## config.mk

```make
export PLATFORM = sky130hd
export DESIGN_NAME = dsc_drive_stop
export DESIGN_NICKNAME = d
export VERILOG_FILES = /design/src/dsc_pkg.sv /design/src/dsc_drive_stop.sv
export SDC_FILE = /design/constraint.sdc
export NUM_CORES = 1
export LEC_CHECK = 0
export BUFFER_PORTS_ARGS = -buffer_cell sky130_fd_sc_hd__buf_2
export CORE_MARGIN = 4
export CORE_UTILIZATION = 45
export CTS_CLUSTER_SIZE = 24
export DETAILED_ROUTE_END_ITERATION = 10
export PLACE_DENSITY = 0.6
export SLEW_MARGIN = 10
export SYNTH_ARGS = -nofsm -noshare
export SYNTH_HDL_FRONTEND = slang
export SYNTH_SLANG_ARGS = --single-unit
```

## constraint.sdc

```tcl
create_clock -name sys_clk_in -period 12.7 [get_ports sys_clk_in]
set_clock_uncertainty 0.15 [all_clocks]
set_input_delay 1.27 -clock sys_clk_in [delete_from_list [all_inputs] [get_ports sys_clk_in]]
set_output_delay 1.27 -clock sys_clk_in [all_outputs]
set_load 0.05 [all_outputs]
```

## src/dsc_pkg.sv

```systemverilog
package dsc_pkg;

  // ------------------------------------------------------------
  // Parameter addresses and reset values
  // ------------------------------------------------------------
  localparam logic [15:0] DSC_ADDR_PROFILE_DECEL = 16'h0616;
  localparam logic [15:0] DSC_ADDR_QUICK_STOP_DECEL = 16'h0624;
  localparam logic [31:0] DSC_PROFILE_DECEL_RST = 32'h0000_02ee;
  localparam logic [31:0] DSC_QUICK_STOP_DECEL_RST = 32'h0000_1770;
  localparam logic [31:0] DSC_RAMP_MIN = 32'h0000_00c8;
  localparam logic [31:0] DSC_RAMP_MAX = 32'h002d_c6c0;

  // ------------------------------------------------------------
  // Timing
  // ------------------------------------------------------------
  localparam int unsigned DSC_CLK_HZ = 10_000_000;
  localparam int DSC_SPD_W = 40;
  localparam logic [DSC_SPD_W-1:0] DSC_SPD_SCALE = 40'(DSC_CLK_HZ);
  localparam logic [DSC_SPD_W-1:0] DSC_SPD_ZERO = 40'h00_0000_0000;

  // ------------------------------------------------------------
  // Stop control state, one-hot
  // ------------------------------------------------------------
  typedef enum logic [7:0] {
    DSC_ST_RUN = 8'h01,
    DSC_ST_HALT_DECEL = 8'h02,
    DSC_ST_HALT_ADJ = 8'h04,
    DSC_ST_HALT_HOLD = 8'h08,
    DSC_ST_QS_DECEL = 8'h10,
    DSC_ST_QS_HOLD = 8'h20,
    DSC_ST_QS_OFF = 8'h40,
    DSC_ST_COAST = 8'h80
  } dsc_state_t;

  // ------------------------------------------------------------
  // Carriers
  // ------------------------------------------------------------
  typedef struct packed {
    logic sw_quick_stop;
    logic err_class1;
    logic err_class2;
    logic fault_reset;
  } dsc_event_t;

  typedef struct packed {
    logic wr;
    logic [15:0] addr;
    logic [31:0] wdata;
  } dsc_param_req_t;

  typedef struct packed {
    logic quick_stop_active;
    logic halt_active;
    logic standstill;
    logic dc_overvolt_fault;
    logic class2_pending;
  } dsc_status_t;

endpackage

```

## src/dsc_drive_stop.sv

```systemverilog
`timescale 1ns/10ps
module dsc_drive_stop
  import dsc_pkg::*;
#(
  parameter int N_HALT_PINS = 2
) (
  input wire logic sys_clk_in,
  input wire logic rstn_in,
  // Parameter access
  input wire dsc_param_req_t param_req_in,
  input wire logic [15:0] param_rd_addr_in,
  output logic [31:0] param_rdata_out,
  // Same-domain events and requests
  input wire dsc_event_t event_in,
  input wire logic halt_sw_in,
  input wire logic [15:0] ref_speed_in,
  input wire logic [31:0] accel_ramp_in,
  // Pins from outside
  input wire logic [N_HALT_PINS-1:0] halt_pin_in,
  input wire logic dc_overvolt_in,
  // Drive side
  output logic [DSC_SPD_W-1:0] speed_out,
  output logic [31:0] active_ramp_out,
  output logic power_stage_en_out,
  output logic position_ctrl_out,
  output logic pos_adjust_out,
  output dsc_status_t status_out
);

  // ------------------------------------------------------------
  // Pin synchronisers
  // ------------------------------------------------------------
  logic [N_HALT_PINS:0] sync1_reg;
  logic [N_HALT_PINS:0] sync2_reg;
  logic [N_HALT_PINS:0] sync1_next;
  logic [N_HALT_PINS:0] sync2_next;

  // Two stages for halt pins and overvoltage
  always_comb begin
    sync1_next = {dc_overvolt_in, halt_pin_in};
    sync2_next = sync1_reg;
  end

  always_ff @(posedge sys_clk_in or negedge rstn_in) begin
    if (!rstn_in) begin
      sync1_reg <= '0;
      sync2_reg <= '0;
    end else begin
      sync1_reg <= sync1_next;
      sync2_reg <= sync2_next;
    end
  end

  logic halt_any;
  logic overvolt;

  // Any source requests halt alike
  assign halt_any = halt_sw_in | (|sync2_reg[N_HALT_PINS-1:0]);
  assign overvolt = sync2_reg[N_HALT_PINS];

  // ------------------------------------------------------------
  // Ramp parameters
  // ------------------------------------------------------------
  logic [31:0] profile_decel_ramp_reg;
  logic [31:0] profile_decel_ramp_next;
  logic [31:0] quick_stop_decel_ramp_reg;
  logic [31:0] quick_stop_decel_ramp_next;
  logic wdata_ok;

  // Writes outside the permitted range are ignored
  always_comb begin
    wdata_ok = (param_req_in.wdata >= DSC_RAMP_MIN) &&
               (param_req_in.wdata <= DSC_RAMP_MAX);
    profile_decel_ramp_next = profile_decel_ramp_reg;
    quick_stop_decel_ramp_next = quick_stop_decel_ramp_reg;
    if (param_req_in.wr && wdata_ok) begin
      if (param_req_in.addr == DSC_ADDR_PROFILE_DECEL) begin
        profile_decel_ramp_next = param_req_in.wdata;
      end else if (param_req_in.addr == DSC_ADDR_QUICK_STOP_DECEL) begin
        quick_stop_decel_ramp_next = param_req_in.wdata;
      end
    end
  end

  always_ff @(posedge sys_clk_in or negedge rstn_in) begin
    if (!rstn_in) begin
      profile_decel_ramp_reg <= DSC_PROFILE_DECEL_RST;
      quick_stop_decel_ramp_reg <= DSC_QUICK_STOP_DECEL_RST;
    end else begin
      profile_decel_ramp_reg <= profile_decel_ramp_next;
      quick_stop_decel_ramp_reg <= quick_stop_decel_ramp_next;
    end
  end

  // Read data, zero for unmapped addresses
  logic [31:0] rdata_reg;
  logic [31:0] rdata_next;

  always_comb begin
    if (param_rd_addr_in == DSC_ADDR_PROFILE_DECEL) begin
      rdata_next = profile_decel_ramp_reg;
    end else if (param_rd_addr_in == DSC_ADDR_QUICK_STOP_DECEL) begin
      rdata_next = quick_stop_decel_ramp_reg;
    end else begin
      rdata_next = 32'h0000_0000;
    end
  end

  always_ff @(posedge sys_clk_in or negedge rstn_in) begin
    if (!rstn_in) begin
      rdata_reg <= 32'h0000_0000;
    end else begin
      rdata_reg <= rdata_next;
    end
  end

  assign param_rdata_out = rdata_reg;

  // ------------------------------------------------------------
  // Stop state machine and speed profile
  // ------------------------------------------------------------
  dsc_state_t state_reg;
  dsc_state_t state_next;
  logic [DSC_SPD_W-1:0] speed_reg;
  logic [DSC_SPD_W-1:0] speed_next;
  logic [31:0] ramp_reg;
  logic [31:0] ramp_next;
  logic power_reg;
  logic power_next;
  logic posctl_reg;
  logic posctl_next;
  logic adjust_reg;
  logic adjust_next;
  logic ov_fault_reg;
  logic ov_fault_next;
  logic class2_reg;
  logic class2_next;
  logic [DSC_SPD_W-1:0] target;
  logic [DSC_SPD_W-1:0] decel_step;
  logic [DSC_SPD_W-1:0] decel_rate;
  logic [DSC_SPD_W-1:0] accel_sum;
  logic qs_trigger;
  logic at_rest;

  always_comb begin
    target = 40'(ref_speed_in) * DSC_SPD_SCALE;
    qs_trigger = event_in.sw_quick_stop | event_in.err_class1 |
                 event_in.err_class2;
    at_rest = (speed_reg == DSC_SPD_ZERO);
    state_next = state_reg;
    ramp_next = ramp_reg;
    power_next = power_reg;
    posctl_next = posctl_reg;
    adjust_next = 1'b0;
    ov_fault_next = ov_fault_reg;
    class2_next = class2_reg | event_in.err_class2;
    // Ramp choice for this cycle
    if (state_reg == DSC_ST_QS_DECEL || qs_trigger) begin
      decel_rate = 40'(quick_stop_decel_ramp_reg);
    end else begin
      decel_rate = 40'(profile_decel_ramp_reg);
    end
    decel_step = (speed_reg > decel_rate) ? speed_reg - decel_rate :
                 DSC_SPD_ZERO;
    accel_sum = speed_reg + 40'(accel_ramp_in);
    speed_next = speed_reg;

    case (state_reg)
      DSC_ST_RUN: begin
        posctl_next = 1'b0;
        if (speed_reg > target) begin
          speed_next = (decel_step > target) ? decel_step : target;
        end else begin
          speed_next = (accel_sum < target) ? accel_sum : target;
        end
        if (qs_trigger) begin
          state_next = DSC_ST_QS_DECEL;
          ramp_next = quick_stop_decel_ramp_reg;
          speed_next = decel_step;
        end else if (halt_any) begin
          state_next = DSC_ST_HALT_DECEL;
          ramp_next = profile_decel_ramp_reg;
          speed_next = decel_step;
        end
      end
      DSC_ST_HALT_DECEL: begin
        speed_next = decel_step;
        if (qs_trigger) begin
          state_next = DSC_ST_QS_DECEL;
          ramp_next = quick_stop_decel_ramp_reg;
        end else if (!halt_any) begin
          state_next = DSC_ST_RUN;
          speed_next = speed_reg;
        end else if (decel_step == DSC_SPD_ZERO) begin
          state_next = DSC_ST_HALT_ADJ;
          adjust_next = 1'b1;
        end
      end
      DSC_ST_HALT_ADJ: begin
        speed_next = DSC_SPD_ZERO;
        if (qs_trigger) begin
          state_next = DSC_ST_QS_DECEL;
          ramp_next = quick_stop_decel_ramp_reg;
        end else begin
          state_next = DSC_ST_HALT_HOLD;
          posctl_next = 1'b1;
        end
      end
      DSC_ST_HALT_HOLD: begin
        speed_next = DSC_SPD_ZERO;
        if (qs_trigger) begin
          state_next = DSC_ST_QS_DECEL;
          ramp_next = quick_stop_decel_ramp_reg;
        end else if (!halt_any) begin
          state_next = DSC_ST_RUN;
          posctl_next = 1'b0;
        end
      end
      DSC_ST_QS_DECEL: begin
        speed_next = decel_step;
        if (decel_step == DSC_SPD_ZERO) begin
          if (class2_next) begin
            state_next = DSC_ST_QS_OFF;
            power_next = 1'b0;
          end else begin
            state_next = DSC_ST_QS_HOLD;
            posctl_next = 1'b1;
          end
        end
      end
      DSC_ST_QS_HOLD: begin
        speed_next = DSC_SPD_ZERO;
        if (event_in.fault_reset && !qs_trigger) begin
          state_next = DSC_ST_RUN;
          class2_next = 1'b0;
        end else if (event_in.err_class2) begin
          state_next = DSC_ST_QS_OFF;
          power_next = 1'b0;
        end
      end
      DSC_ST_QS_OFF: begin
        speed_next = DSC_SPD_ZERO;
        if (event_in.fault_reset && !qs_trigger) begin
          state_next = DSC_ST_RUN;
          power_next = 1'b1;
          class2_next = 1'b0;
        end
      end
      DSC_ST_COAST: begin
        speed_next = DSC_SPD_ZERO;
        if (event_in.fault_reset && !overvolt && !qs_trigger) begin
          state_next = DSC_ST_RUN;
          power_next = 1'b1;
          ov_fault_next = 1'b0;
          class2_next = 1'b0;
        end
      end
      default: begin
        state_next = DSC_ST_RUN;
      end
    endcase

    // Overvoltage during braking overrides everything
    if (overvolt && state_reg != DSC_ST_COAST &&
        (state_reg == DSC_ST_QS_DECEL || state_reg == DSC_ST_HALT_DECEL ||
         speed_reg > target)) begin
      state_next = DSC_ST_COAST;
      power_next = 1'b0;
      posctl_next = 1'b0;
      ov_fault_next = 1'b1;
      speed_next = DSC_SPD_ZERO;
      adjust_next = 1'b0;
    end
  end

  always_ff @(posedge sys_clk_in or negedge rstn_in) begin
    if (!rstn_in) begin
      state_reg <= DSC_ST_RUN;
      speed_reg <= DSC_SPD_ZERO;
      ramp_reg <= DSC_PROFILE_DECEL_RST;
      power_reg <= 1'b1;
      posctl_reg <= 1'b0;
      adjust_reg <= 1'b0;
      ov_fault_reg <= 1'b0;
      class2_reg <= 1'b0;
    end else begin
      state_reg <= state_next;
      speed_reg <= speed_next;
      ramp_reg <= ramp_next;
      power_reg <= power_next;
      posctl_reg <= posctl_next;
      adjust_reg <= adjust_next;
      ov_fault_reg <= ov_fault_next;
      class2_reg <= class2_next;
    end
  end

  // ------------------------------------------------------------
  // Outputs
  // ------------------------------------------------------------
  assign speed_out = speed_reg;
  assign active_ramp_out = ramp_reg;
  assign power_stage_en_out = power_reg;
  assign position_ctrl_out = posctl_reg;
  assign pos_adjust_out = adjust_reg;

  // Status from registered state
  always_comb begin
    status_out.quick_stop_active = (state_reg == DSC_ST_QS_DECEL) ||
                                   (state_reg == DSC_ST_QS_HOLD) ||
                                   (state_reg == DSC_ST_QS_OFF);
    status_out.halt_active = (state_reg == DSC_ST_HALT_DECEL) ||
                             (state_reg == DSC_ST_HALT_ADJ) ||
                             (state_reg == DSC_ST_HALT_HOLD);
    status_out.standstill = at_rest;
    status_out.dc_overvolt_fault = ov_fault_reg;
    status_out.class2_pending = class2_reg;
  end

endmodule

```

==> results.toml, run 1 <==
[cts]
cts_tree = "yes"
clk_pin_slew_ns = 0.08
postCtsSetupBuffers = 0
cts_buffers = 17
cts_resized = 0
max-clock-path-buffers = 2
cts.sinks = 187
cts_max_level = 4
root_buffer = "clkbuf_16"
hold_buffers = 0
clkLatencyLatePin_ns = 0.48

[sta]
maxSlewHeadroom = 0.226
finalHoldViolations = 0
worst_pin_slew_ns = 1.16
fin_setup_tns_ns = 0
fmax_ghz = 0.0926
finalSetupViolCount = 0
period_share = 0.850
layout_min_cycle_time_ns = 10.80
rsz0062_at_grt = "false"
slew_viol_final = 0

[route]
wl_per_cell_um = 23.9
drt_iter0_drc = 2041
firstDrtPassIters = 6
routed-via-count = 19230
ant_nets = 0
vias_per_cell = 6.17
routed_wl_um = 74500
drc = 0

[floorplan]
die_h_um = 222
die-area_mm2 = 0.0495
io_pins = 235
die_x_um = 222
rows = 78
initial_core_util = 0.456
core_mm2 = 0.0454

[placed_design]
io_buffer_count = 234
globalplace.congestion = 0.988
dpl.hpwl_um = 60300

[synth]
synth_seq_area_share = 0.227
synth_area_leaders = "dfrtp_1 20%, ha_1 19%, fa_1 6.5%"
ys.flop_type = "dfrtp_1"
yosys_warnings = 0
netlist_area_mm2 = 0.0207
synthArstFlopShare = 1.00
synth_top_area_share = 0.198
synth_edf_count = 0
synth_cells = 2300
avgSynthCellArea_um2 = 9.00
synth_top_cell_by_area = "dfrtp_1"
ys_types = 92
synth_fp_nets = 2797
synthTopCellsByCount = "307 x ha_1, 186 x inv_1, 164 x dfrtp_1"
synth.most_common_cell = "ha_1"
synth_seq_cells = 187

[setup_path]
cp-end-kind = "register"
max_stage_delay_ns = 0.87
reg2reg_slack_ns = 2.74
cp_slowest_cell = "nor2_2"
startpoint_type = "input port"
criticalPathCategory = "input port to register"
reg2reg_depth = 26
r2r_start = "state_reg[3]$_DFFE_PN0P_"
critPathArrivalTime_ns = 11.06
cp.required_ns = 12.96
worstPathMaxFanout = 22
r2r-end = "speed_out[32]$_DFFE_PN0P_"
crit_top_cell = "fa_1"

[grt]
antenna_found_initial = 1
grt_pass1_wl_um = 113000
grtUsageTotal = 0.292
grt_pass1_vias = 18595
grt_max_degree = 109
grt-ovfl-total = 0

[finish]
largest_reg_flops = 40
syn_to_final_growth_pct = 11.5
drive_gt1_frac = 0.166
nNetsFinal = 2997

[min_path]
hold_depth = 0
min_to = "sync2_reg[1]$_DFF_PN0_"
hold_class = "register to register"
min-delay-start = "sync1_reg[1]$_DFF_PN0_"

[outcome]
outcome = "complete, no violations"

[run]
maxCapViolCount = 0
==> cells in the final DEF (no fill, tap or decap), drive strengths merged, types with 19 or more instances in the layout <==
cell    count
a211oi     21
a21o       73
a21oi     126
a22o       34
a22oi      19
a31oi      29
and2       43
and3       25
buf       261
clkbuf     19
dfrtp     164
dfstp      23
fa         67
ha        307
inv       192
mux2       51
mux2i      87
nand2     153
nand2b     27
nand3      48
nand4      34
nor2      135
nor3       38
nor4       31
o21a       27
o21ai     123
xnor2      54
xor2       39
==> per-layer routing <==
metal | global-route usage | up-vias | routed length, um
li1 | - | 8892 | -
met1 | 0.410 | 9403 | 33400
met2 | 0.457 | 796 | 33300
met3 | 0.0497 | 139 | 5150
met4 | 0.100 | 0 | 2650
met5 | 0 | - | 0
==> how the worst max path moves through the flow <==
| stage | startpoint | end | slack [ns] | depth (start not counted) |
|---|---|---|---|---|
| after floorplan | ref_speed_in[14] | speed_out[32]$_DFFE_PN0P_ | 3.09 | 35 |
| after global placement | ref_speed_in[14] | speed_out[12]$_DFFE_PN0P_ | 1.84 | 37 |
| after detailed placement | ref_speed_in[14] | speed_out[12]$_DFFE_PN0P_ | 1.63 | 37 |
| after CTS | ref_speed_in[14] | speed_out[12]$_DFFE_PN0P_ | 2.13 | 37 |
| after global routing | ref_speed_in[14] | speed_out[12]$_DFFE_PN0P_ | 1.26 | 36 |
| final | ref_speed_in[14] | speed_out[12]$_DFFE_PN0P_ | 1.90 | 37 |
==> metrics by stage <==
step                      instance area (um2)  std cells  hold slack (ns)  utilization  setup slack [ns]
after detailed placement                22500       3081            0.188        0.496              1.63
final                                   23100       3116            0.206        0.509              1.90
after global routing                    23100       3113            0.214        0.508              1.26
after global placement                  22500       3081            0.187        0.496              1.84
after CTS                               23100       3113            0.206        0.508              2.13
after floorplan                         20700       2300            0.181            -              3.09
==> worst max-delay path: cells and delay by family <==
family,cells,cell delay [ns]
AND/OR/NAND/NOR,8,1.99
AO/OA/AOI/OAI,13,2.60
adder cells (fa/ha/maj),8,3.60
buffers and inverters,7,1.10
XOR/XNOR,1,0.47
==> kinds of logic after synthesis <==
logic type	count (synthesis)	synth area share
XOR/XNOR	93	0.0393
adder cells (fa/ha/maj)	374	0.250
buffers and inverters	267	0.0514
AND/OR/NAND/NOR	610	0.150
multiplexers	138	0.0698
flip-flops	187	0.227
AO/OA/AOI/OAI	631	0.212
==> cell type report <==
class	instances	area (um2)
fill	4315	22300
multi-input combinational	1846	15000
sequential	187	4710
timing repair buffer	262	1390
tap	600	751
inverter	186	698
clock buffer	18	429
clock inverter	14	134
antenna	3	7.51
Power of run 1 is not shown: default switching activity piles up to over one toggle a cycle in this logic, so the estimate is an artifact.
==> run 2: changes to the inputs <==
- ABC_AREA: default -> 1
- CORE_ASPECT_RATIO: default -> 0.6
==> run 2 against run 1 <==
  * Sequential cell count did not move
  * Critical path depth rose by 3
  * Register-to-register slack improved by 0.41 ns
  * Hold slack got worse by 0.0074 ns
  * Cell count rose by 41%
  * Critical endpoint is now speed_out[29]$_DFFE_PN0P_
==> results.toml, run 2 <==
[sta]
maxSlewHeadroom = 0.125
period_share = 0.814
slew_viol_final = 0
worst_pin_slew_ns = 1.30
finalSetupViolCount = 0
finalHoldViolations = 0
fmax_ghz = 0.0967
fin_setup_tns_ns = 0
layout_min_cycle_time_ns = 10.34
rsz0062_at_grt = "false"

[synth]
synth_seq_area_share = 0.201
synth.most_common_cell = "nand2_1"
yosys_warnings = 0
ys_types = 63
avgSynthCellArea_um2 = 6.66
synth_top_cell_by_area = "dfrtp_1"
synthTopCellsByCount = "987 x nand2_1, 592 x inv_1, 307 x ha_1"
ys.flop_type = "dfrtp_1"
netlist_area_mm2 = 0.0234
synth_cells = 3515
synth_fp_nets = 4012
synthArstFlopShare = 1.00
synth_seq_cells = 187
synth_area_leaders = "dfrtp_1 18%, ha_1 16%, nand2_1 16%"
synth_top_area_share = 0.175
synth_edf_count = 0

[placed_design]
io_buffer_count = 234
dpl.hpwl_um = 70200
globalplace.congestion = 0.999

[cts]
cts_buffers = 17
cts_max_level = 4
clk_pin_slew_ns = 0.07
hold_buffers = 0
max-clock-path-buffers = 2
cts.sinks = 187
cts_resized = 0
root_buffer = "clkbuf_16"
cts_tree = "yes"
postCtsSetupBuffers = 0
clkLatencyLatePin_ns = 0.47

[finish]
final_cell_mix = "986 x nand2_1, 592 x inv_1, 307 x ha_1"
antennaDiodeCount = 0
regArea_mm2 = 0.00471
nNetsFinal = 4188
largest_reg_flops = 40
fill_cells = 5302
syn_to_final_growth_pct = 10.0
layout_commonest_cell = "nand2_1"
drive_gt1_frac = 0.109
multi_input_area_mm2 = 0.0160

[grt]
grt_pass1_vias = 21523
grtUsageTotal = 0.309
grt_max_degree = 80
antenna_found_initial = 0
grt-ovfl-total = 0
grt_pass1_wl_um = 132000

[setup_path]
worstPathMaxFanout = 44
startpoint_type = "input port"
criticalPathCategory = "input port to register"
cp-end-kind = "register"
reg2reg_slack_ns = 3.15
r2r_start = "state_reg[3]$_DFFE_PN0P_"
crit_top_cell = "nand2_1"
cp_slowest_cell = "nor4_1"
r2r-end = "speed_out[29]$_DFFE_PN0P_"
reg2reg_depth = 45
setup.worst_path.start = "ref_speed_in[10]"
max_stage_delay_ns = 0.98
critPathArrivalTime_ns = 10.55
cp.required_ns = 12.91

[min_path]
min-delay-start = "sync1_reg[1]$_DFF_PN0_"
min_to = "sync2_reg[1]$_DFF_PN0_"
hold_depth = 0
hold_class = "register to register"

[floorplan]
core_mm2 = 0.0512
die_x_um = 302
rows = 64
die-area_mm2 = 0.0558
die_h_um = 185
io_pins = 235
initial_core_util = 0.457

[route]
drt_iter0_drc = 2700
routed_wl_um = 86300
routed-via-count = 23777
vias_per_cell = 5.41
wl_per_cell_um = 19.6
firstDrtPassIters = 6
drc = 0
ant_nets = 0

[run]
maxCapViolCount = 0

[outcome]
outcome = "complete, no violations"
run 2: cell types whose count changed after synthesis, sizes merged, moves of 34 or more:
cell / delta
and2: -37
nor2: +161
a21o: -64
mux2: -42
mux2i: -87
nand2: +855
o21ai: +106
a22o: -34
nand3: +102
a21oi: +89
inv: +414
run 2: kinds of logic (layout without fill, tap and decap cells):
kind of cell / after synthesis / after routing / share of synthesized area
fa+ha+maj: 374 / 374 / 0.221
flops: 187 / 187 / 0.201
xor+xnor: 69 / 69 / 0.0258
compound gates: 581 / 581 / 0.142
mux: 9 / 9 / 0.00433
simple gates: 1595 / 1595 / 0.289
buf+inv: 700 / 889 / 0.116
run 2: worst max-delay path by stage:
stage / endpoint / cells after the start
2_1_floorplan: speed_out[36]$_DFFE_PN0P_ / 40
3_3_place_gp: speed_out[29]$_DFFE_PN0P_ / 40
3_5_place_dp: speed_out[29]$_DFFE_PN0P_ / 40
4_1_cts: speed_out[29]$_DFFE_PN0P_ / 40
5_1_grt: speed_out[31]$_DFFE_PN0P_ / 42
6_report: speed_out[29]$_DFFE_PN0P_ / 40
run 2: cell type report:
class,instances,share of cell area
clock buffers,20,0.0173
well taps,693,0.0337
repair buffers,254,0.0517
inverters,603,0.0879
flip-flops and latches,187,0.183
multi-input cells,2628,0.621
clock inverters,12,0.00530
run 2: layer usage:
layer	track usage	vias to the layer above	routed length [um]
li1	-	11703	-
met1	0.512	10919	44400
met2	0.381	1105	30400
met3	0.0996	50	11000
met4	0.0342	0	578
met5	0	-	0
run 2: per-stage QoR:
step | worst slack [ns] | utilization | hold slack [ns] | area, um2 | cells
4_1_cts | 2.75 | 0.503 | 0.202 | 25700 | 4397
5_1_grt | 1.72 | 0.503 | 0.205 | 25700 | 4397
3_5_place_dp | 2.26 | 0.492 | 0.186 | 25200 | 4365
2_1_floorplan | 4.70 | - | 0.181 | 23400 | 3515
6_report | 2.36 | 0.503 | 0.199 | 25700 | 4397
3_3_place_gp | 2.32 | 0.492 | 0.181 | 25200 | 4365
run 2: worst max-delay path: cells and delay by family:
| family | cells | cell delay [ns] |
|---|---|---|
| buffers and inverters | 5 | 0.81 |
| AND/OR/NAND/NOR | 19 | 3.27 |
| adder cells (fa/ha/maj) | 8 | 3.14 |
| AO/OA/AOI/OAI | 6 | 1.32 |
| XOR/XNOR | 2 | 0.69 |
Power of run 2 is left out for the same reason.
